<file path="src/core/bsc_pkg.sv">
package bsc_pkg;

   // ***************************************************************
   // Scan instruction codes
   // ***************************************************************
   localparam logic [3:0] BSC_IR_SAMPLE = 4'h2;
   localparam logic [3:0] BSC_IR_RESET  = 4'hC;
   localparam logic [3:0] BSC_IR_BYPASS = 4'hF;

   // ***************************************************************
   // Device register map, 8-bit data
   // ***************************************************************
   localparam logic [7:0] BSC_OFS_CTRL    = 8'h00;
   localparam logic [7:0] BSC_OFS_STAT    = 8'h01;
   localparam int         BSC_CTRL_PDIS   = 7;
   localparam int         BSC_CTRL_PUD    = 4;
   localparam int         BSC_CTRL_VECTOR_TABLE_SELECT  = 1;
   localparam int         BSC_CTRL_VECTOR_CHANGE_ENABLE   = 0;
   localparam logic [7:0] BSC_CTRL_PLAIN  = 8'h13;
   localparam logic [7:0] BSC_CTRL_RST    = 8'h00;
   localparam int         BSC_STAT_SRF    = 4;
   localparam logic [7:0] BSC_STAT_RST    = 8'h00;
   localparam int         BSC_WIN_CYC     = 4;

   // ***************************************************************
   // Link sampling: bit slots in the synchroniser vector
   // ***************************************************************
   localparam int BSC_SY_TCK  = 0;
   localparam int BSC_SY_TDI  = 1;
   localparam int BSC_SY_CAP  = 2;
   localparam int BSC_SY_SH   = 3;
   localparam int BSC_SY_UPD  = 4;
   localparam int BSC_SY_IR   = 5;
   localparam int BSC_SY_FUSE = 9;
   localparam int BSC_SY_W    = 10;

   // ***************************************************************
   // Chain layout
   // ***************************************************************
   localparam int BSC_PIN_CELLS = 3;
   localparam int BSC_NPIN_DEF  = 8;
   localparam int BSC_NOSC_DEF  = 3;

   // ***************************************************************
   // Controller register map, 32-bit data, byte addresses
   // ***************************************************************
   localparam logic [7:0] BSC_H_OFS_INSTR = 8'h00;
   localparam logic [7:0] BSC_H_OFS_LEN   = 8'h04;
   localparam logic [7:0] BSC_H_OFS_TX    = 8'h08;
   localparam logic [7:0] BSC_H_OFS_START = 8'h0C;
   localparam logic [7:0] BSC_H_OFS_STAT  = 8'h10;
   localparam logic [7:0] BSC_H_OFS_RX    = 8'h14;
   localparam int         BSC_H_HALF_DEF  = 8;

endpackage

</file>
<file path="src/core/bsc_link_if.sv">
`timescale 1ns/1ps
`default_nettype none

interface bsc_link_if;
   logic       tck;
   logic       tdi;
   logic       tdo;
   logic       capture_dr;
   logic       shift_dr;
   logic       update_dr;
   logic [3:0] instr;

   // Test controller end
   modport ctl (output tck, output tdi, output capture_dr, output shift_dr,
                output update_dr, output instr, input tdo);
   // Scanned device end
   modport dev (input tck, input tdi, input capture_dr, input shift_dr,
                input update_dr, input instr, output tdo);
endinterface

`default_nettype wire

</file>
<file path="src/core/bsc_dev.sv">
`timescale 1ns/1ps
`default_nettype none

// Functional notes
// Code 0xF selects one-bit bypass register
// Bypass capture loads zero
// Bypass cell shifts TDI to TDO
// Reset instruction shifts reset register
// Disable bit one blocks port; zero plus fuse enables
// Disable bit changes on two equal writes
// Software leaves disable bit alone during debug
// Scan reset sets status flag bit 4
// Flag cleared by power-on or written zero
// Pin: pull-up cell plus two-stage pin cell
// Raw pin captured; output follows port, direction
// Pull-up enable needs no global disable, input, port set
// Alternate functions outside cell; real level captured
// Analog pins bypass cells; cells at digital edge
// Reset pin: two observe-only cells
// Oscillator enable general cell, clock observe-only
// Internal RC oscillator never scanned
// Controller enables one main clock at most
// Code 0xC: unlatched reset while cell holds one
// Missed second write keeps old value
module bsc_dev #(
   parameter int NPIN = bsc_pkg::BSC_NPIN_DEF,
   parameter int NOSC = bsc_pkg::BSC_NOSC_DEF
) (
   // Clock and reset
   input  wire logic                i_clk,
   input  wire logic                i_nrst,
   // Scan link
   bsc_link_if.dev                  link,
   // Register port
   input  wire logic [7:0]          i_addr,
   input  wire logic [7:0]          i_wdata,
   input  wire logic                i_we,
   input  wire logic                i_re,
   output logic      [7:0]          o_rdata,
   // Strap and power-on event
   input  wire logic                i_scan_port_fuse,
   input  wire logic                i_por,
   // Port pins
   input  wire logic [NPIN-1:0]     i_port_output_bit,
   input  wire logic [NPIN-1:0]     i_pin_direction_bit,
   input  wire logic [NPIN-1:0]     i_pin_level,
   // Reset pin observation
   input  wire logic                i_normal_reset_n,
   input  wire logic                i_high_voltage_reset,
   // Oscillators with external pins
   input  wire logic [NOSC-1:0]     i_osc_enable,
   input  wire logic [NOSC-1:0]     i_osc_clock,
   // Control outputs
   output logic                     o_scan_port_disable,
   output logic                     o_global_pullup_disable,
   output logic                     o_vector_table_select,
   output logic                     o_vector_change_enable,
   output logic                     o_scan_port_enabled,
   output logic                     o_scan_reset,
   output logic                     o_scan_reset_flag,
   output logic [NPIN*bsc_pkg::BSC_PIN_CELLS+2+2*NOSC-1:0] o_chain_latch
);

   // ***************************************************************
   // Chain layout, cell 0 sits next to TDO
   // ***************************************************************
   localparam int CELLS  = bsc_pkg::BSC_PIN_CELLS;
   localparam int B_RST  = NPIN * CELLS;
   localparam int B_OSC  = B_RST + 2;
   localparam int CH     = B_OSC + 2 * NOSC;
   localparam int SYW    = bsc_pkg::BSC_SY_W;
   localparam logic [2:0] WIN_LAST = 3'(bsc_pkg::BSC_WIN_CYC - 1);

   typedef struct packed {
      logic [SYW-1:0] sy1;
      logic [SYW-1:0] sy2;
      logic           tck_d;
      logic           byp;
      logic           rst;
      logic [CH-1:0]  bsr;
      logic [CH-1:0]  lat;
      logic           tdo;
      logic [7:0]     ctrl;
      logic           pend;
      logic           pend_val;
      logic [2:0]     win;
      logic [7:0]     stat;
      logic [7:0]     rdata;
      logic           en;
   } bsc_dev_state_type;

   bsc_dev_state_type st_r;
   bsc_dev_state_type st_nxt;

   logic [SYW-1:0] sy_in;
   logic [CH-1:0]  cap_val;
   logic           tck_rise;
   logic           tck_fall;
   logic           enabled;
   logic [3:0]     ir;
   logic           sel_byp;
   logic           sel_rst;
   logic           sel_bsr;

   // ***************************************************************
   // Link sampling
   // ***************************************************************
   // Fuse is a strap from outside, so it rides the same synchroniser
   assign sy_in = {i_scan_port_fuse, link.instr, link.update_dr, link.shift_dr,
                   link.capture_dr, link.tdi, link.tck};

   // Edges and decode use only the second stage
   assign tck_rise = st_r.sy2[bsc_pkg::BSC_SY_TCK] & ~st_r.tck_d;
   assign tck_fall = ~st_r.sy2[bsc_pkg::BSC_SY_TCK] & st_r.tck_d;
   assign enabled  = st_r.en;
   assign ir       = st_r.sy2[bsc_pkg::BSC_SY_IR +: 4];

   // Instruction decode; unknown codes fall back to bypass
   assign sel_rst = (ir == bsc_pkg::BSC_IR_RESET);
   assign sel_bsr = (ir == bsc_pkg::BSC_IR_SAMPLE);
   assign sel_byp = ~sel_rst & ~sel_bsr;

   // ***************************************************************
   // Capture values of the boundary chain
   // ***************************************************************
   // Pin level is taken raw; a synchroniser would hide what the pin shows.
   // Alternate and analog functions attach beyond these cells.   //
   always_comb begin
      cap_val = '0;
      for (int i = 0; i < NPIN; i++) begin
         cap_val[i*CELLS]   = ~st_r.ctrl[bsc_pkg::BSC_CTRL_PUD]
                              & ~i_pin_direction_bit[i]
                              & i_port_output_bit[i];
         cap_val[i*CELLS+1] = i_pin_direction_bit[i];
         cap_val[i*CELLS+2] = i_pin_level[i];
      end
      cap_val[B_RST]   = i_normal_reset_n;
      cap_val[B_RST+1] = i_high_voltage_reset;
      // Only pinned oscillators have cells; the RC one has none   //
      for (int k = 0; k < NOSC; k++) begin
         cap_val[B_OSC+2*k]   = i_osc_enable[k];
         cap_val[B_OSC+2*k+1] = i_osc_clock[k];
      end
   end

   // ***************************************************************
   // Next state
   // ***************************************************************
   always_comb begin
      st_nxt       = st_r;
      st_nxt.sy1   = sy_in;
      st_nxt.sy2   = st_r.sy1;
      st_nxt.tck_d = st_r.sy2[bsc_pkg::BSC_SY_TCK];

      // Scan data registers on the sampled scan clock
      if (enabled && tck_rise) begin
         if (st_r.sy2[bsc_pkg::BSC_SY_CAP]) begin
            if (sel_byp) begin
               st_nxt.byp = 1'b0;
            end
            if (sel_bsr) begin
               st_nxt.bsr = cap_val;
            end
         end else if (st_r.sy2[bsc_pkg::BSC_SY_SH]) begin
            if (sel_byp) begin
               st_nxt.byp = st_r.sy2[bsc_pkg::BSC_SY_TDI];
            end
            if (sel_rst) begin
               st_nxt.rst = st_r.sy2[bsc_pkg::BSC_SY_TDI];
            end
            if (sel_bsr) begin
               // Three cells per pin: pull-up cell, control cell, then data cell   //
               st_nxt.bsr = {st_r.sy2[bsc_pkg::BSC_SY_TDI], st_r.bsr[CH-1:1]};
            end
         end else if (st_r.sy2[bsc_pkg::BSC_SY_UPD] && sel_bsr) begin
            // Preload latches only; they are not wired to the pins
            st_nxt.lat = st_r.bsr;
         end
      end

      // TDO moves on the falling edge so the far end samples it stable
      if (!enabled) begin
         st_nxt.tdo = 1'b0;
      end else if (tck_fall) begin
         st_nxt.tdo = sel_rst ? st_r.rst : (sel_bsr ? st_r.bsr[0] : st_r.byp);
      end

      // Timed window for the disable bit
      if (st_r.pend) begin
         st_nxt.win = st_r.win + 3'h1;
         if (st_r.win == WIN_LAST) begin
            st_nxt.pend = 1'b0;
         end
      end

      // Register writes
      if (i_we && i_addr == bsc_pkg::BSC_OFS_CTRL) begin
         st_nxt.ctrl = (st_r.ctrl & ~bsc_pkg::BSC_CTRL_PLAIN)
                       | (i_wdata & bsc_pkg::BSC_CTRL_PLAIN);
         if (st_r.pend && st_r.pend_val == i_wdata[bsc_pkg::BSC_CTRL_PDIS]) begin
            st_nxt.ctrl[bsc_pkg::BSC_CTRL_PDIS] = st_r.pend_val;
            st_nxt.pend = 1'b0;
         end else begin
            // First of a pair, or a mismatch that restarts the window   //
            st_nxt.pend     = 1'b1;
            st_nxt.pend_val = i_wdata[bsc_pkg::BSC_CTRL_PDIS];
            st_nxt.win      = 3'h0;
         end
      end
      if ((i_we && i_addr == bsc_pkg::BSC_OFS_STAT && !i_wdata[bsc_pkg::BSC_STAT_SRF])
          || i_por) begin
         st_nxt.stat[bsc_pkg::BSC_STAT_SRF] = 1'b0;
      end
      // Set wins over a clear in the same cycle
      if (st_r.rst) begin
         st_nxt.stat[bsc_pkg::BSC_STAT_SRF] = 1'b1;
      end

      // Enable kept in a flop so the status pin is registered
      st_nxt.en = st_nxt.sy2[bsc_pkg::BSC_SY_FUSE] & ~st_nxt.ctrl[bsc_pkg::BSC_CTRL_PDIS];

      // Register reads, answered the next cycle
      st_nxt.rdata = 8'h00;
      if (i_re) begin
         case (i_addr)
            bsc_pkg::BSC_OFS_CTRL: begin
               st_nxt.rdata = st_r.ctrl;
            end
            bsc_pkg::BSC_OFS_STAT: begin
               st_nxt.rdata = st_r.stat;
            end
            default: begin
               st_nxt.rdata = 8'h00;
            end
         endcase
      end
   end

   // ***************************************************************
   // State register
   // ***************************************************************
   always_ff @(posedge i_clk or negedge i_nrst) begin
      if (!i_nrst) begin
         st_r      <= '0;
         st_r.ctrl <= bsc_pkg::BSC_CTRL_RST;
         st_r.stat <= bsc_pkg::BSC_STAT_RST;
      end else begin
         st_r <= st_nxt;
      end
   end

   // ***************************************************************
   // Outputs
   // ***************************************************************
   assign link.tdo                = st_r.tdo;
   assign o_rdata                 = st_r.rdata;
   // Reset follows the cell directly, no latch   //
   assign o_scan_reset            = st_r.rst;
   assign o_scan_reset_flag       = st_r.stat[bsc_pkg::BSC_STAT_SRF];
   assign o_scan_port_disable     = st_r.ctrl[bsc_pkg::BSC_CTRL_PDIS];
   assign o_global_pullup_disable = st_r.ctrl[bsc_pkg::BSC_CTRL_PUD];
   assign o_vector_table_select   = st_r.ctrl[bsc_pkg::BSC_CTRL_VECTOR_TABLE_SELECT];
   assign o_vector_change_enable  = st_r.ctrl[bsc_pkg::BSC_CTRL_VECTOR_CHANGE_ENABLE];
   assign o_scan_port_enabled     = st_r.en;
   assign o_chain_latch           = st_r.lat;

endmodule

`default_nettype wire

</file>
<file path="src/flat_wrapper.sv">
// flat-port wrapper written by rule: the top's interface ports become plain ports
module bsc_dev_flat 
#(
   parameter int NPIN = bsc_pkg::BSC_NPIN_DEF,
   parameter int NOSC = bsc_pkg::BSC_NOSC_DEF
)
  (i_clk, i_nrst, i_addr, i_wdata, i_we, i_re, o_rdata, i_scan_port_fuse, i_por, i_port_output_bit, i_pin_direction_bit, i_pin_level, i_normal_reset_n, i_high_voltage_reset, i_osc_enable, i_osc_clock, o_scan_port_disable, o_global_pullup_disable, o_vector_table_select, o_vector_change_enable, o_scan_port_enabled, o_scan_reset, o_scan_reset_flag, o_chain_latch, link_tck, link_tdi, link_capture_dr, link_shift_dr, link_update_dr, link_instr, link_tdo);
  bsc_link_if link_i ();
  input  wire logic i_clk;
  input  wire logic i_nrst;
  input  wire logic [7:0] i_addr;
  input  wire logic [7:0] i_wdata;
  input  wire logic i_we;
  input  wire logic i_re;
  output logic      [7:0] o_rdata;
  input  wire logic i_scan_port_fuse;
  input  wire logic i_por;
  input  wire logic [NPIN-1:0] i_port_output_bit;
  input  wire logic [NPIN-1:0] i_pin_direction_bit;
  input  wire logic [NPIN-1:0] i_pin_level;
  input  wire logic i_normal_reset_n;
  input  wire logic i_high_voltage_reset;
  input  wire logic [NOSC-1:0] i_osc_enable;
  input  wire logic [NOSC-1:0] i_osc_clock;
  output logic o_scan_port_disable;
  output logic o_global_pullup_disable;
  output logic o_vector_table_select;
  output logic o_vector_change_enable;
  output logic o_scan_port_enabled;
  output logic o_scan_reset;
  output logic o_scan_reset_flag;
  output logic [NPIN*bsc_pkg::BSC_PIN_CELLS+2+2*NOSC-1:0] o_chain_latch;
  input wire logic [$bits(link_i.tck)-1:0] link_tck;
  input wire logic [$bits(link_i.tdi)-1:0] link_tdi;
  input wire logic [$bits(link_i.capture_dr)-1:0] link_capture_dr;
  input wire logic [$bits(link_i.shift_dr)-1:0] link_shift_dr;
  input wire logic [$bits(link_i.update_dr)-1:0] link_update_dr;
  input wire logic [$bits(link_i.instr)-1:0] link_instr;
  output wire logic [$bits(link_i.tdo)-1:0] link_tdo;
  assign link_i.tck = link_tck;
  assign link_i.tdi = link_tdi;
  assign link_i.capture_dr = link_capture_dr;
  assign link_i.shift_dr = link_shift_dr;
  assign link_i.update_dr = link_update_dr;
  assign link_i.instr = link_instr;
  assign link_tdo = link_i.tdo;
  bsc_dev #(.NPIN(NPIN), .NOSC(NOSC)) u_core (.i_clk(i_clk), .i_nrst(i_nrst), .link(link_i), .i_addr(i_addr), .i_wdata(i_wdata), .i_we(i_we), .i_re(i_re), .o_rdata(o_rdata), .i_scan_port_fuse(i_scan_port_fuse), .i_por(i_por), .i_port_output_bit(i_port_output_bit), .i_pin_direction_bit(i_pin_direction_bit), .i_pin_level(i_pin_level), .i_normal_reset_n(i_normal_reset_n), .i_high_voltage_reset(i_high_voltage_reset), .i_osc_enable(i_osc_enable), .i_osc_clock(i_osc_clock), .o_scan_port_disable(o_scan_port_disable), .o_global_pullup_disable(o_global_pullup_disable), .o_vector_table_select(o_vector_table_select), .o_vector_change_enable(o_vector_change_enable), .o_scan_port_enabled(o_scan_port_enabled), .o_scan_reset(o_scan_reset), .o_scan_reset_flag(o_scan_reset_flag), .o_chain_latch(o_chain_latch));
endmodule
</file>
<file path="config.mk">
export PLATFORM = sky130hd
export DESIGN_NAME = bsc_dev_flat
export DESIGN_NICKNAME = d
export VERILOG_FILES = /design/src/core/bsc_pkg.sv /design/src/core/bsc_link_if.sv /design/src/core/bsc_dev.sv /design/src/flat_wrapper.sv
export SDC_FILE = /design/constraint.sdc
export NUM_CORES = 1
export LEC_CHECK = 0
export ABC_AREA = 0
export BUFFER_PORTS_ARGS = -buffer_cell sky130_fd_sc_hd__buf_4
export CORE_MARGIN = 3
export CORE_UTILIZATION = 53
export DETAILED_ROUTE_END_ITERATION = 6
export GPL_TIMING_DRIVEN = 0
export PLACE_DENSITY = 0.83
export SYNTH_ARGS = -nofsm -noshare
export SYNTH_HDL_FRONTEND = slang
export SYNTH_SLANG_ARGS = --single-unit
</file>
<file path="constraint.sdc">
create_clock -name i_clk -period 2.37 [get_ports i_clk]
set_input_delay 0 -clock i_clk [delete_from_list [all_inputs] [get_ports i_clk]]
set_output_delay 0 -clock i_clk [all_outputs]
set_load 0.02 [all_outputs]
</file>
Yosys cells after proc, flatten, opt, wreduce, memory -nomap -nowiden
Cells that the tools add are included.
{ "classes": {"add_sub_neg": 1, "n_eq_ne": 10, "mux": 23, "bitwise_logic": 38, "reduce_logical": 16} }
{ "ops": {"columns": ["op", "n"], "rows": [
  ["32-bit 2-to-1 mux", 3],
  ["34-bit 2-to-1 mux", 1],
  ["1-bit bitwise AND", 20],
  ["1-bit inverter", 17],
  ["8-bit case mux with 2 select lines", 1],
  ["4-bit AND reduction", 4],
  ["1-bit 2-to-1 mux", 14],
  ["13-bit 2-to-1 mux", 1],
  ["2-bit inequality test, second input constant", 5],
  ["8-bit by 1-bit == test with 1-bit output, second input constant", 1],
  ["8-bit zero test", 1],
  ["8-bit 2-to-1 mux", 1],
  ["8-bit by 5-bit OR with 8-bit output", 1],
  ["1-bit logical AND", 6],
  ["4-bit by 2-bit == test with 1-bit output, second input constant", 1],
  ["4-bit == test, second input constant", 1],
  ["4-bit 2-to-1 mux", 1],
  ["2-bit nonzero test", 2],
  ["3-bit by 1-bit adder with 3-bit output, second input constant", 1],
  ["3-bit by 2-bit == test with 1-bit output, second input constant", 1],
  ["3-bit 2-to-1 mux", 1],
  ["2-bit AND reduction", 1],
  ["1-bit == test", 1],
  ["1-bit zero test", 1],
  ["1-bit logical OR", 1]
]} }
{ "word_totals": {"reg_bits": 110, "inputBits": 63, "out_inout_bits": 48, "elab_cells": 104} }

Longest topological paths before layout
Gate-level depths: netlist of run 1.
{ "depth": {"ltp_word": 6, "mapped_depth": 6} }

Worst setup path after synthesis of run 1
Ideal clock, no wire load.
{ "synth_timing": {"kind": "reg-to-reg", "start": "register u_core.st_r (netlist bit u_core.ir[0])", "end": "register u_core.st_r[65] in the netlist's numbering", "setup_ns": 0.125, "t_arrival_ns": 1.512, "required_ns": 2.245, "setup_slack_ns": 0.733, "path_stages_with_launch": 7, "n_path_buf": 2, "synth_period_minus_slack_ns": 1.637, "cell_sequence": "dfrtp_1 > nor4b_4 > or3b_1 > buf_2 > buf_2 > nand2_1 > o21ai_1"} }
{ "synth_between": {"elab_chain_cells": 3, "word_cells_on_any_way": 4, "cone_classes": "eq/ne: 3; reduce/logical: 1"} }
{ "synth_rtl": {"columns": ["item", "line_no", "rtl"], "rows": [
  ["from (decl)", "bsc_dev.sv:92", "bsc_dev_state_type st_r;"],
  ["from (signal assigned)", "bsc_dev.sv:248", "st_r <= st_nxt;"],
  ["4-bit by 2-bit == test with 1-bit output *", "bsc_dev.sv:120", "assign sel_bsr = (ir == bsc_pkg::BSC_IR_SAMPLE);"],
  ["2-bit inequality test (no source line)", null, null],
  ["4-bit AND reduction (no source line) *", null, null]
]} }
Every way passes the cells marked *; elsewhere a longest branch is shown, timed or not.
A chain may end at the register's enable or synchronous reset.

Worst setup path in the final report of run 1
{ "layout_timing": {"start": "register u_core.st_r[100] in the netlist's numbering", "end": "register u_core.st_r[75] in the netlist's numbering"} }
{ "layout_between": {"elab_chain_cells": 2, "word_cells_on_any_way": 4, "cone_classes": "eq/ne: 1; mux: 1; reduce/logical: 2"} }
{ "layout_rtl": {"columns": ["item"], "rows": [
  ["2-bit inequality test (no source line) or 2-bit nonzero test (tied branches)"],
  ["4-bit AND reduction (no source line)"]
]} }
Parallel ways exist; a longest one is shown, timed or not.

==> results.py, run 1 <==
metrics = {
    "synth": {
        "ys_ff_latch": 103,
        "yosysTopAreaCell": "dfrtp_1",
        "yosys_warnings": 0,
        "synth.top_cells.by_area": "dfrtp_1 59%, mux2_2 9.8%, buf_4 6.9%, a22oi_1 3.8%, nand2_1 3.8%",
        "yosys.area.top_type_share_pct": 59.1,
        "synth_fp_nets": 429,
        "yosys.cell_types.count": 40,
        "syn_area_sq_mm": 0.00436,
        "yosysSeqAreaShare_pct": 59.1,
        "avgSynthCellArea_sq_um": 12.0,
        "synthCells": 364,
    },
    "setup_path": {
        "crit_type": "flip-flop to flip-flop",
        "crit_fanout": 10,
        "critical_path_arrival_ps": 2390,
        "cp.required_ps": 2680,
        "reg2reg_slack_ps": 280,
        "end_kind": "flip-flop",
        "regToRegStartpoint": "u_core.st_r[100]",
        "r2r-end": "u_core.st_r[75]",
        "ff2ff_path_depth": 5,
        "startpoint_type": "flip-flop",
    },
    "power": {
        "leakagePower_nw": 3.11,
        "p_int_mw": 2.94,
        "total_power_mw": 3.84,
        "p_comb_share_pct": 12.3,
        "seqPwrFrac_pct": 51.0,
        "powerDensity_mw_per_mm2": 628,
        "ir_drop_v": 0.000422,
        "p_switching_uw": 893,
        "clkPwrFrac_pct": 36.7,
        "p_sw_share_pct": 23.3,
    },
    "grt": {
        "grt_max_degree": 104,
        "antenna_found_initial": 0,
        "grt_pass1_vias": 3633,
        "gr-total-overflow": 0,
        "grt_pass1_wl_um": 17000,
        "grt.total_usage_pct": 22.3,
    },
    "drt": {
        "wl_per_cell_um": 15.5,
        "vias": 3354,
        "antenna_left": 0,
        "first_pass_iters": 5,
        "wl_um": 9950,
        "drtIter0Drc": 169,
        "via_per_inst": 5.23,
        "drc": 0,
    },
    "floorplanning": {
        "dieArea_sq_mm": 0.00935,
        "die_x_um": 96.7,
        "die_h_um": 96.7,
        "initial_core_util_pct": 55.6,
        "rows": 32,
        "core_area_sq_mm": 0.00785,
        "num_io_pins": 111,
    },
    "worst_hold_path": {
        "worstHoldPathCells": 3,
        "hold_path_class": "input port to flip-flop",
        "min_to": "u_core.o_scan_reset_flag",
        "min_from": "i_addr[0]",
    },
    "clocking": {
        "h-tree-depth": 3,
        "cts_setup_buffers": 0,
        "clock_latency_ps": 370,
        "cts_buffer_depth": 2,
        "cts.clk_slew.worst_paths_ps": 110,
        "cts_tree": "built",
        "cts_sinks": 103,
        "cts_root_buffer": "clkbuf_8",
        "cts_inserted_buffers": 9,
    },
    "timing": {
        "hold_viol": 0,
        "fin_crit_ps": 2090,
        "setup_tns_ps": 0,
        "grt_setup_unrepaired": "false",
        "maxSlewViolCount": 0,
        "setup_violations": 0,
        "clock.fmax_mhz": 479,
        "worstMarginPinSlew_ps": 551,
        "finalClockSkew_ps": 16.8,
        "slew-limit-headroom_pct": 62.3,
        "finalCritPeriodShare_pct": 88.1,
    },
    "final_layout": {
        "fill_cells": 477,
        "drive_gt1_share_pct": 40.3,
        "final_nets": 599,
        "n_antenna_cell": 0,
        "area_growth_pct": 40.0,
    },
    "placed_design": {
        "dp_hpwl_um": 6430,
        "gp_congestion": 0.790,
        "port_buffers": 106,
    },
    "run_status": {
        "status": "finished clean",
    },
    "run": {
        "drv_cap": 0,
    },
}
## timing repair
action	CTS	global route
hold endpoints to repair	155	0
endpoints found under the setup margin	0	1
gates resized for setup	0	3
hold buffers	52	0
## cell families (layout without fill, tap and decap cells)
family | count (synthesis) | in the layout | synth area share [%]
AO/OA/AOI/OAI | 74 | 74 | 10.8
XOR/XNOR | 1 | 1 | 0.201
adder cells (fa/ha/maj) | 2 | 2 | 0.574
buffers and inverters | 66 | 241 | 9.84
flip-flops | 103 | 103 | 59.1
multiplexers | 39 | 39 | 10.0
other | 1 | 1 | 0.0860
AND/OR/NAND/NOR | 78 | 78 | 9.30
## final cells by class
| class | count | area [sq um] | area share (%) |
|---|---|---|---|
| clock inverters | 7 | 145 | 2.38 |
| repair buffers | 159 | 1340 | 22.0 |
| inverters | 10 | 37.5 | 0.615 |
| multi-input cells | 195 | 1360 | 22.2 |
| clock buffers | 9 | 124 | 2.03 |
| flip-flops and latches | 103 | 2580 | 42.2 |
| well taps | 102 | 128 | 2.09 |
| plain buffers | 56 | 393 | 6.44 |
## layout by cell type, fill, tap and decap left out, types with 2 or more instances in the layout
master / Yosys / routed
buf_2: 7 / 7
mux2_2: 38 / 38
a22oi_1: 22 / 22
nor2b_1: 3 / 2
nand4b_1: 2 / 2
o21ai_1: 32 / 32
buf_4: 40 / 146
clkbuf_8: 0 / 9
buf_6: 3 / 3
o22ai_1: 2 / 2
ha_1: 2 / 2
a32oi_1: 7 / 7
clkinv_4: 0 / 2
bufinv_16: 0 / 4
clkbuf_1: 6 / 5
dlygate4sd3_1: 0 / 52
nor2_1: 5 / 5
a21oi_1: 4 / 4
nand3_1: 3 / 3
nor3_1: 2 / 2
nand2_1: 44 / 44
nand2b_1: 4 / 4
inv_1: 10 / 10
and2_1: 2 / 2
o21ai_0: 2 / 2
nand3b_1: 2 / 2
dfrtp_1: 103 / 103
and3_1: 3 / 3
## cell usage after synthesis, drive strengths merged
cell       n
mux2i      1
a32oi      7
clkbuf     6
a2111oi    1
and4bb     1
buf       50
nand3b     2
conb       1
and2       2
nor2b      3
ha         2
nand2     44
o2111ai    1
nand2b     4
nor2       5
nand3      3
o22ai      2
o31a       1
a21oi      4
xnor2      1
inv       10
nor3       2
dfrtp    103
and3       3
nor4       2
nand4b     2
o21ai     34
or3b       1
a31o       1
a22oi     22
mux2      38
nor4b      2
nand4      1
nor4bb     1
a211o      1
## sequential cells by signal, indices dropped and copies added, names as in the netlist, 4 cells and up
register              flops
u_core.ir                 4
u_core.o_chain_latch     32
u_core.o_rdata            5
u_core.st_r              43
u_core.st_nxt            11
## per-layer routing
layer  up-vias  share of wire [%]  global-route usage [%]
met3        22                5.6                    4.97
met4         0                2.4                    9.18
li1       1573                  -                       -
met1      1642                 39                    26.8
met2       117                 53                    38.9
met5         -                  0                       0
## through the flow
| stage | hold slack, ps | worst slack, ps | instance area [sq um] | util (%) | instances |
|---|---|---|---|---|---|
| 6_report | 20.7 | 282 | 6100 | 77.8 | 641 |
| 2_1_floorplan | -296 | 733 | 4360 | - | 364 |
| 5_1_grt | 15.3 | 160 | 6100 | 77.8 | 641 |
| 4_1_cts | 7.93 | 99.4 | 6070 | 77.4 | 640 |
| 3_5_place_dp | 111 | 554 | 5280 | 67.3 | 572 |
| 3_3_place_gp | 109 | 571 | 5280 | 67.3 | 572 |
## how the worst max path moves through the flow
stage,from,to,depth (start not counted)
floorplan,u_core.ir[0],u_core.st_r[65],6
global placement,u_core.ir[0],u_core.o_chain_latch[7],4
detailed placement,u_core.ir[0],u_core.st_r[84],6
CTS,u_core.st_r[100],u_core.st_r[75],5
global route,u_core.st_r[100],u_core.st_r[75],5
finish,u_core.st_r[100],u_core.st_r[75],5
## power groups by stage
| stage | Clock, mW | Combinational (mW) | Sequential (mW) |
|---|---|---|---|
| 5_1_grt | 1.50 | 0.530 | 1.97 |
| 3_5_place_dp | 0 | 0.396 | 1.99 |
| 2_1_floorplan | 0 | 0.208 | 1.97 |
| 4_1_cts | 1.43 | 0.466 | 1.95 |
| 6_report | 1.41 | 0.472 | 1.96 |
| 3_3_place_gp | 0 | 0.375 | 1.98 |
## critical path: stages (launching register included)
cell and delay (ps):
dfrtp_1 380, clkbuf_1 350, nor2b_2 450, a32oi_1 160, dlygate4sd3_1 590, o21ai_1 110
(Power assumes the default switching activity.)
==> run 2, diff against run 1 <==
--- a/config.mk
+++ b/config.mk
@@ -5,13 +5,13 @@
 export SDC_FILE = /design/constraint.sdc
 export NUM_CORES = 1
 export LEC_CHECK = 0
-export ABC_AREA = 0
 export BUFFER_PORTS_ARGS = -buffer_cell sky130_fd_sc_hd__buf_4
 export CORE_MARGIN = 3
 export CORE_UTILIZATION = 53
 export DETAILED_ROUTE_END_ITERATION = 6
 export GPL_TIMING_DRIVEN = 0
 export PLACE_DENSITY = 0.83
+export RECOVER_POWER = 100
 export SYNTH_ARGS = -nofsm -noshare
 export SYNTH_HDL_FRONTEND = slang
 export SYNTH_SLANG_ARGS = --single-unit
==> results.py, run 2 (same netlist as run 1, synthesis figures left out) <==
metrics = {
    "timing": {
        "clock.fmax_mhz": 473,
        "slew-limit-headroom_pct": 36.6,
        "maxSlewViolCount": 0,
        "finalCritPeriodShare_pct": 89.2,
        "worstMarginPinSlew_ps": 951,
        "setup_violations": 0,
        "finalClockSkew_ps": 20.0,
        "fin_crit_ps": 2110,
        "hold_viol": 0,
        "setup_tns_ps": 0,
        "grt_setup_unrepaired": "false",
    },
    "placed_design": {
        "port_buffers": 106,
        "dp_hpwl_um": 6430,
        "gp_congestion": 0.790,
    },
    "worst_hold_path": {
        "min_from": "i_addr[0]",
        "min_to": "u_core.o_scan_reset_flag",
        "worstHoldPathCells": 3,
        "hold_path_class": "input port to flip-flop",
    },
    "clocking": {
        "cts_root_buffer": "clkbuf_8",
        "h-tree-depth": 3,
        "cts_sinks": 103,
        "clock_latency_ps": 370,
        "cts_tree": "built",
        "cts_inserted_buffers": 9,
        "cts_buffer_depth": 2,
        "cts.clk_slew.worst_paths_ps": 110,
    },
    "final_layout": {
        "final_cell_mix": "103 x dfrtp_1, 86 x buf_4, 58 x clkbuf_1, 52 x dlygate4sd3_1, 44 x nand2_1",
        "layout_commonest_cell": "dfrtp_1",
        "largest_reg_flops": 43,
        "largest-register": "u_core.st_r",
        "drive_gt1_share_pct": 30.2,
        "area_growth_pct": 35.3,
        "utilization_pct": 75.2,
        "fill_cells": 541,
        "n_antenna_cell": 0,
        "final_nets": 599,
    },
    "drt": {
        "first_pass_iters": 4,
        "wl_um": 9970,
        "vias": 3356,
        "antenna_left": 0,
        "wl_per_cell_um": 15.6,
        "drc": 0,
        "drtIter0Drc": 190,
        "via_per_inst": 5.24,
    },
    "grt": {
        "grt.total_usage_pct": 22.3,
        "antenna_found_initial": 0,
        "grt_pass1_vias": 3633,
        "grt_pass1_wl_um": 17000,
        "gr-total-overflow": 0,
        "grt_max_degree": 104,
    },
    "floorplanning": {
        "die_x_um": 96.7,
        "initial_core_util_pct": 55.6,
        "die_h_um": 96.7,
        "num_io_pins": 111,
        "core_area_sq_mm": 0.00785,
        "dieArea_sq_mm": 0.00935,
        "rows": 32,
    },
    "setup_path": {
        "cp.required_ps": 2670,
        "critical_path_arrival_ps": 2410,
        "regToRegStartpoint": "u_core.st_r[100]",
        "reg2reg_slack_ps": 260,
        "startpoint_type": "flip-flop",
        "crit_type": "flip-flop to flip-flop",
        "ff2ff_path_depth": 5,
        "r2r-end": "u_core.st_r[75]",
        "crit_fanout": 10,
        "end_kind": "flip-flop",
        "critPathLaunch": "u_core.st_r[100]",
    },
    "run_status": {
        "status": "finished clean",
    },
    "run": {
        "drv_cap": 0,
    },
    "power": {
        "ir_drop_v": 0.000426,
        "leakagePower_nw": 2.90,
        "powerDensity_mw_per_mm2": 646,
    },
}
[run 2: cell count changes in the layout (fill, tap and decap cells not counted), sizes merged]
| cell | delta |
|---|---|
| buf | -68 |
| clkbuf | +68 |
[run 2: per-layer routing]
| layer | part of all wire (%) | vias to the layer above | GRT usage, % |
|---|---|---|---|
| li1 | - | 1571 | - |
| met1 | 39 | 1641 | 26.8 |
| met2 | 52 | 118 | 38.9 |
| met3 | 5.5 | 26 | 4.97 |
| met4 | 2.7 | 0 | 9.18 |
| met5 | 0 | - | 0 |
[run 2: layout make-up]
| cell class | count | area (sq um) | area share [%] |
|---|---|---|---|
| clock inverter | 7 | 145 | 2.46 |
| sequential | 103 | 2580 | 43.7 |
| buffer | 56 | 384 | 6.51 |
| multi-input combinational | 195 | 1360 | 23.0 |
| tap | 102 | 128 | 2.16 |
| timing repair buffer | 159 | 1150 | 19.5 |
| inverter | 10 | 37.5 | 0.636 |
| clock buffer | 9 | 124 | 2.10 |
[run 2: critical path: stages (launching register included)]
cell	delay, ps
dfrtp_1	390
clkbuf_1	340
nor2b_2	460
a32oi_1	160
dlygate4sd3_1	580
o21ai_0	130
[run 2: through the flow]
step | hold WS, ps | area (sq um) | std cells | setup slack (ps) | power [mW]
2_1_floorplan | -296 | 4360 | 364 | 733 | 2.17
6_report | 23.6 | 5900 | 641 | 257 | 3.81
4_1_cts | 7.93 | 6070 | 640 | 99.4 | 3.85
5_1_grt | 15.3 | 5900 | 641 | 110 | 3.98
3_3_place_gp | 109 | 5280 | 572 | 571 | 2.35
3_5_place_dp | 111 | 5280 | 572 | 554 | 2.38
[run 2: worst max-delay path by stage]
stage	end	cells after the start
2_1_floorplan	u_core.st_r[65]	6
3_3_place_gp	u_core.o_chain_latch[7]	4
3_5_place_dp	u_core.st_r[84]	6
4_1_cts	u_core.st_r[75]	5
5_1_grt	u_core.st_r[86]	6
6_report	u_core.st_r[75]	5
[run 2: power breakdown]
group          switching [mW]  internal (mW)  total (mW)
Sequential             0.0861           1.87        1.95
Clock                   0.603          0.811        1.41
Combinational           0.205          0.240       0.445
Total                   0.894           2.92        3.81
[run 2: timing repair]
item	4_1_cts	5_1_grt
setup endpoints to repair	0	1
gates resized for setup	0	3
hold buffers	52	0
endpoints found under the hold margin	155	0
buffers inserted	0	0
==> run 3, diff against run 2 <==
--- a/config.mk
+++ b/config.mk
@@ -5,6 +5,7 @@
 export SDC_FILE = /design/constraint.sdc
 export NUM_CORES = 1
 export LEC_CHECK = 0
+export ABC_CLOCK_PERIOD_IN_PS = 2370
 export BUFFER_PORTS_ARGS = -buffer_cell sky130_fd_sc_hd__buf_4
 export CORE_MARGIN = 3
 export CORE_UTILIZATION = 53
==> constraint.sdc (replaced) <==
create_clock -name i_clk -period 2.37 [get_ports i_clk]
set_input_delay 0.474 -clock i_clk [delete_from_list [all_inputs] [get_ports i_clk]]
set_output_delay 0.474 -clock i_clk [all_outputs]
set_load 0.02 [all_outputs]
==> results.py, run 3 (same netlist as run 1, synthesis figures left out) <==
metrics = {
    "run_status": {
        "status": "finished clean",
    },
    "setup_path": {
        "startpoint_type": "flip-flop",
        "critical_path_arrival_ps": 2220,
        "critPathBufInv": 2,
        "reg2reg_slack_ps": 390,
        "path_cells": "nor4b_4 > or3b_1 > clkbuf_1 > clkbuf_1 > nand2_1 > o21ai_0",
        "cp_slowest_stage_delay_ps": 410,
        "crit_fanout": 10,
        "end_kind": "flip-flop",
        "crit_family": "simple AND/OR/NAND/NOR gates",
        "crit_type": "flip-flop to flip-flop",
        "slowest_stage": "dfrtp_1",
        "cp.required_ps": 2610,
        "cpMostUsedCell": "clkbuf_1",
    },
    "drt": {
        "wl_per_cell_um": 15.1,
        "wl_um": 8900,
        "drc": 0,
        "via_per_inst": 5.25,
        "vias": 3094,
        "drtIter0Drc": 160,
        "first_pass_iters": 4,
        "antenna_left": 0,
    },
    "clocking": {
        "h-tree-depth": 3,
        "cts_sinks": 103,
        "ctsResizeCount": 0,
        "hold_buffers": 0,
        "cts_inserted_buffers": 9,
        "cts_buffer_depth": 2,
        "cts_setup_buffers": 0,
        "cts_tree": "built",
        "cts_root_buffer": "clkbuf_8",
        "cts.clk_slew.worst_paths_ps": 90,
        "clock_latency_ps": 370,
    },
    "timing": {
        "fin_crit_ps": 1980,
        "setup_tns_ps": 0,
        "slew-limit-headroom_pct": 15.3,
        "setup_violations": 0,
        "hold_viol": 0,
        "grt_setup_unrepaired": "false",
        "maxSlewViolCount": 0,
        "finalCritPeriodShare_pct": 83.7,
        "worstMarginPinSlew_ps": 1270,
        "finalClockSkew_ps": 22.6,
        "clock.fmax_mhz": 504,
    },
    "power": {
        "total_power_mw": 3.74,
        "powerDensity_mw_per_mm2": 696,
        "leakagePower_nw": 2.67,
        "ir_drop_v": 0.000405,
    },
    "final_layout": {
        "seq_area_sq_mm": 0.00258,
        "largest-register": "u_core.st_r",
        "fill_cells": 631,
        "multi_input_area_sq_mm": 0.00135,
        "stdcell_count": 589,
        "area_growth_pct": 23.0,
        "drive_gt1_share_pct": 33.1,
        "final_nets": 547,
        "layout_commonest_cell": "dfrtp_1",
        "n_antenna_cell": 0,
        "final_cell_mix": "103 x dfrtp_1, 85 x buf_4, 58 x clkbuf_1, 44 x nand2_1, 38 x mux2_2",
        "largest_reg_flops": 43,
        "final_cell_area_sq_mm": 0.00537,
    },
    "grt": {
        "grt_pass1_wl_um": 15100,
        "gr-total-overflow": 0,
        "grt_pass1_vias": 3222,
        "antenna_found_initial": 0,
        "grt.total_usage_pct": 19.9,
        "grt_max_degree": 104,
    },
    "placed_design": {
        "gp_congestion": 0.790,
        "dpl_cell_area_sq_mm": 0.00528,
        "placed_cells": 572,
        "port_buffers": 106,
        "dp_hpwl_um": 6430,
    },
    "floorplanning": {
        "die_h_um": 96.7,
        "num_io_pins": 111,
        "core_area_sq_mm": 0.00785,
        "initial_core_util_pct": 55.6,
        "die_x_um": 96.7,
        "rows": 32,
        "dieArea_sq_mm": 0.00935,
    },
    "worst_hold_path": {
        "hold_path_class": "input port to flip-flop",
    },
    "run": {
        "drv_cap": 0,
    },
}
-- run 3: cell types whose count changed in the layout (fill, tap and decap cells not counted), moves of 2 or more --
cell and change:
buf_2 +2, o21ai_0 -2, o21ai_1 +2, dlygate4sd3_1 -52
-- run 3: layer usage --
layer,routed length [um],up-vias,GRT usage (%)
li1,-,1466,-
met1,3630,1501,25.8
met2,4500,115,33.1
met3,660,12,4.54
met4,119,0,7.02
met5,0,-,0
-- run 3: worst paths after layout --
path,endpoint,depth (start not counted),start
min in group asynchronous,u_core.o_chain_latch[14],1,i_nrst
max,u_core.st_r[81],6,u_core.ir[0]
max in group asynchronous,u_core.st_r[18],2,i_nrst
max reg2reg,u_core.st_r[81],6,u_core.ir[0]
min,u_core.st_nxt[99],1,link_tdi
min reg2reg,u_core.ir[2],0,u_core.st_nxt[105]
-- run 3: layout make-up --
cell class	count	share of cell area, %
clock buffer	9	2.31
tap	102	2.38
inverter	10	0.700
buffer	56	7.04
clock inverter	7	2.71
sequential	103	48.0
timing repair buffer	107	11.7
multi-input combinational	195	25.1
-- run 3: metrics by stage --
step                util [%]  hold slack (ps)  setup WS (ps)
finish                  68.4              238            386
global route            68.4              219            220
CTS                     70.8              202            539
detailed placement      67.3              335            390
global placement        67.3              333            447
floorplan                  -              178            733
-- run 3: power breakdown --
group	leakage [nW]	internal, mW	switching (mW)
sequential	1.23	1.87	0.0846
clock	0.130	0.811	0.602
combinational	1.32	0.184	0.186
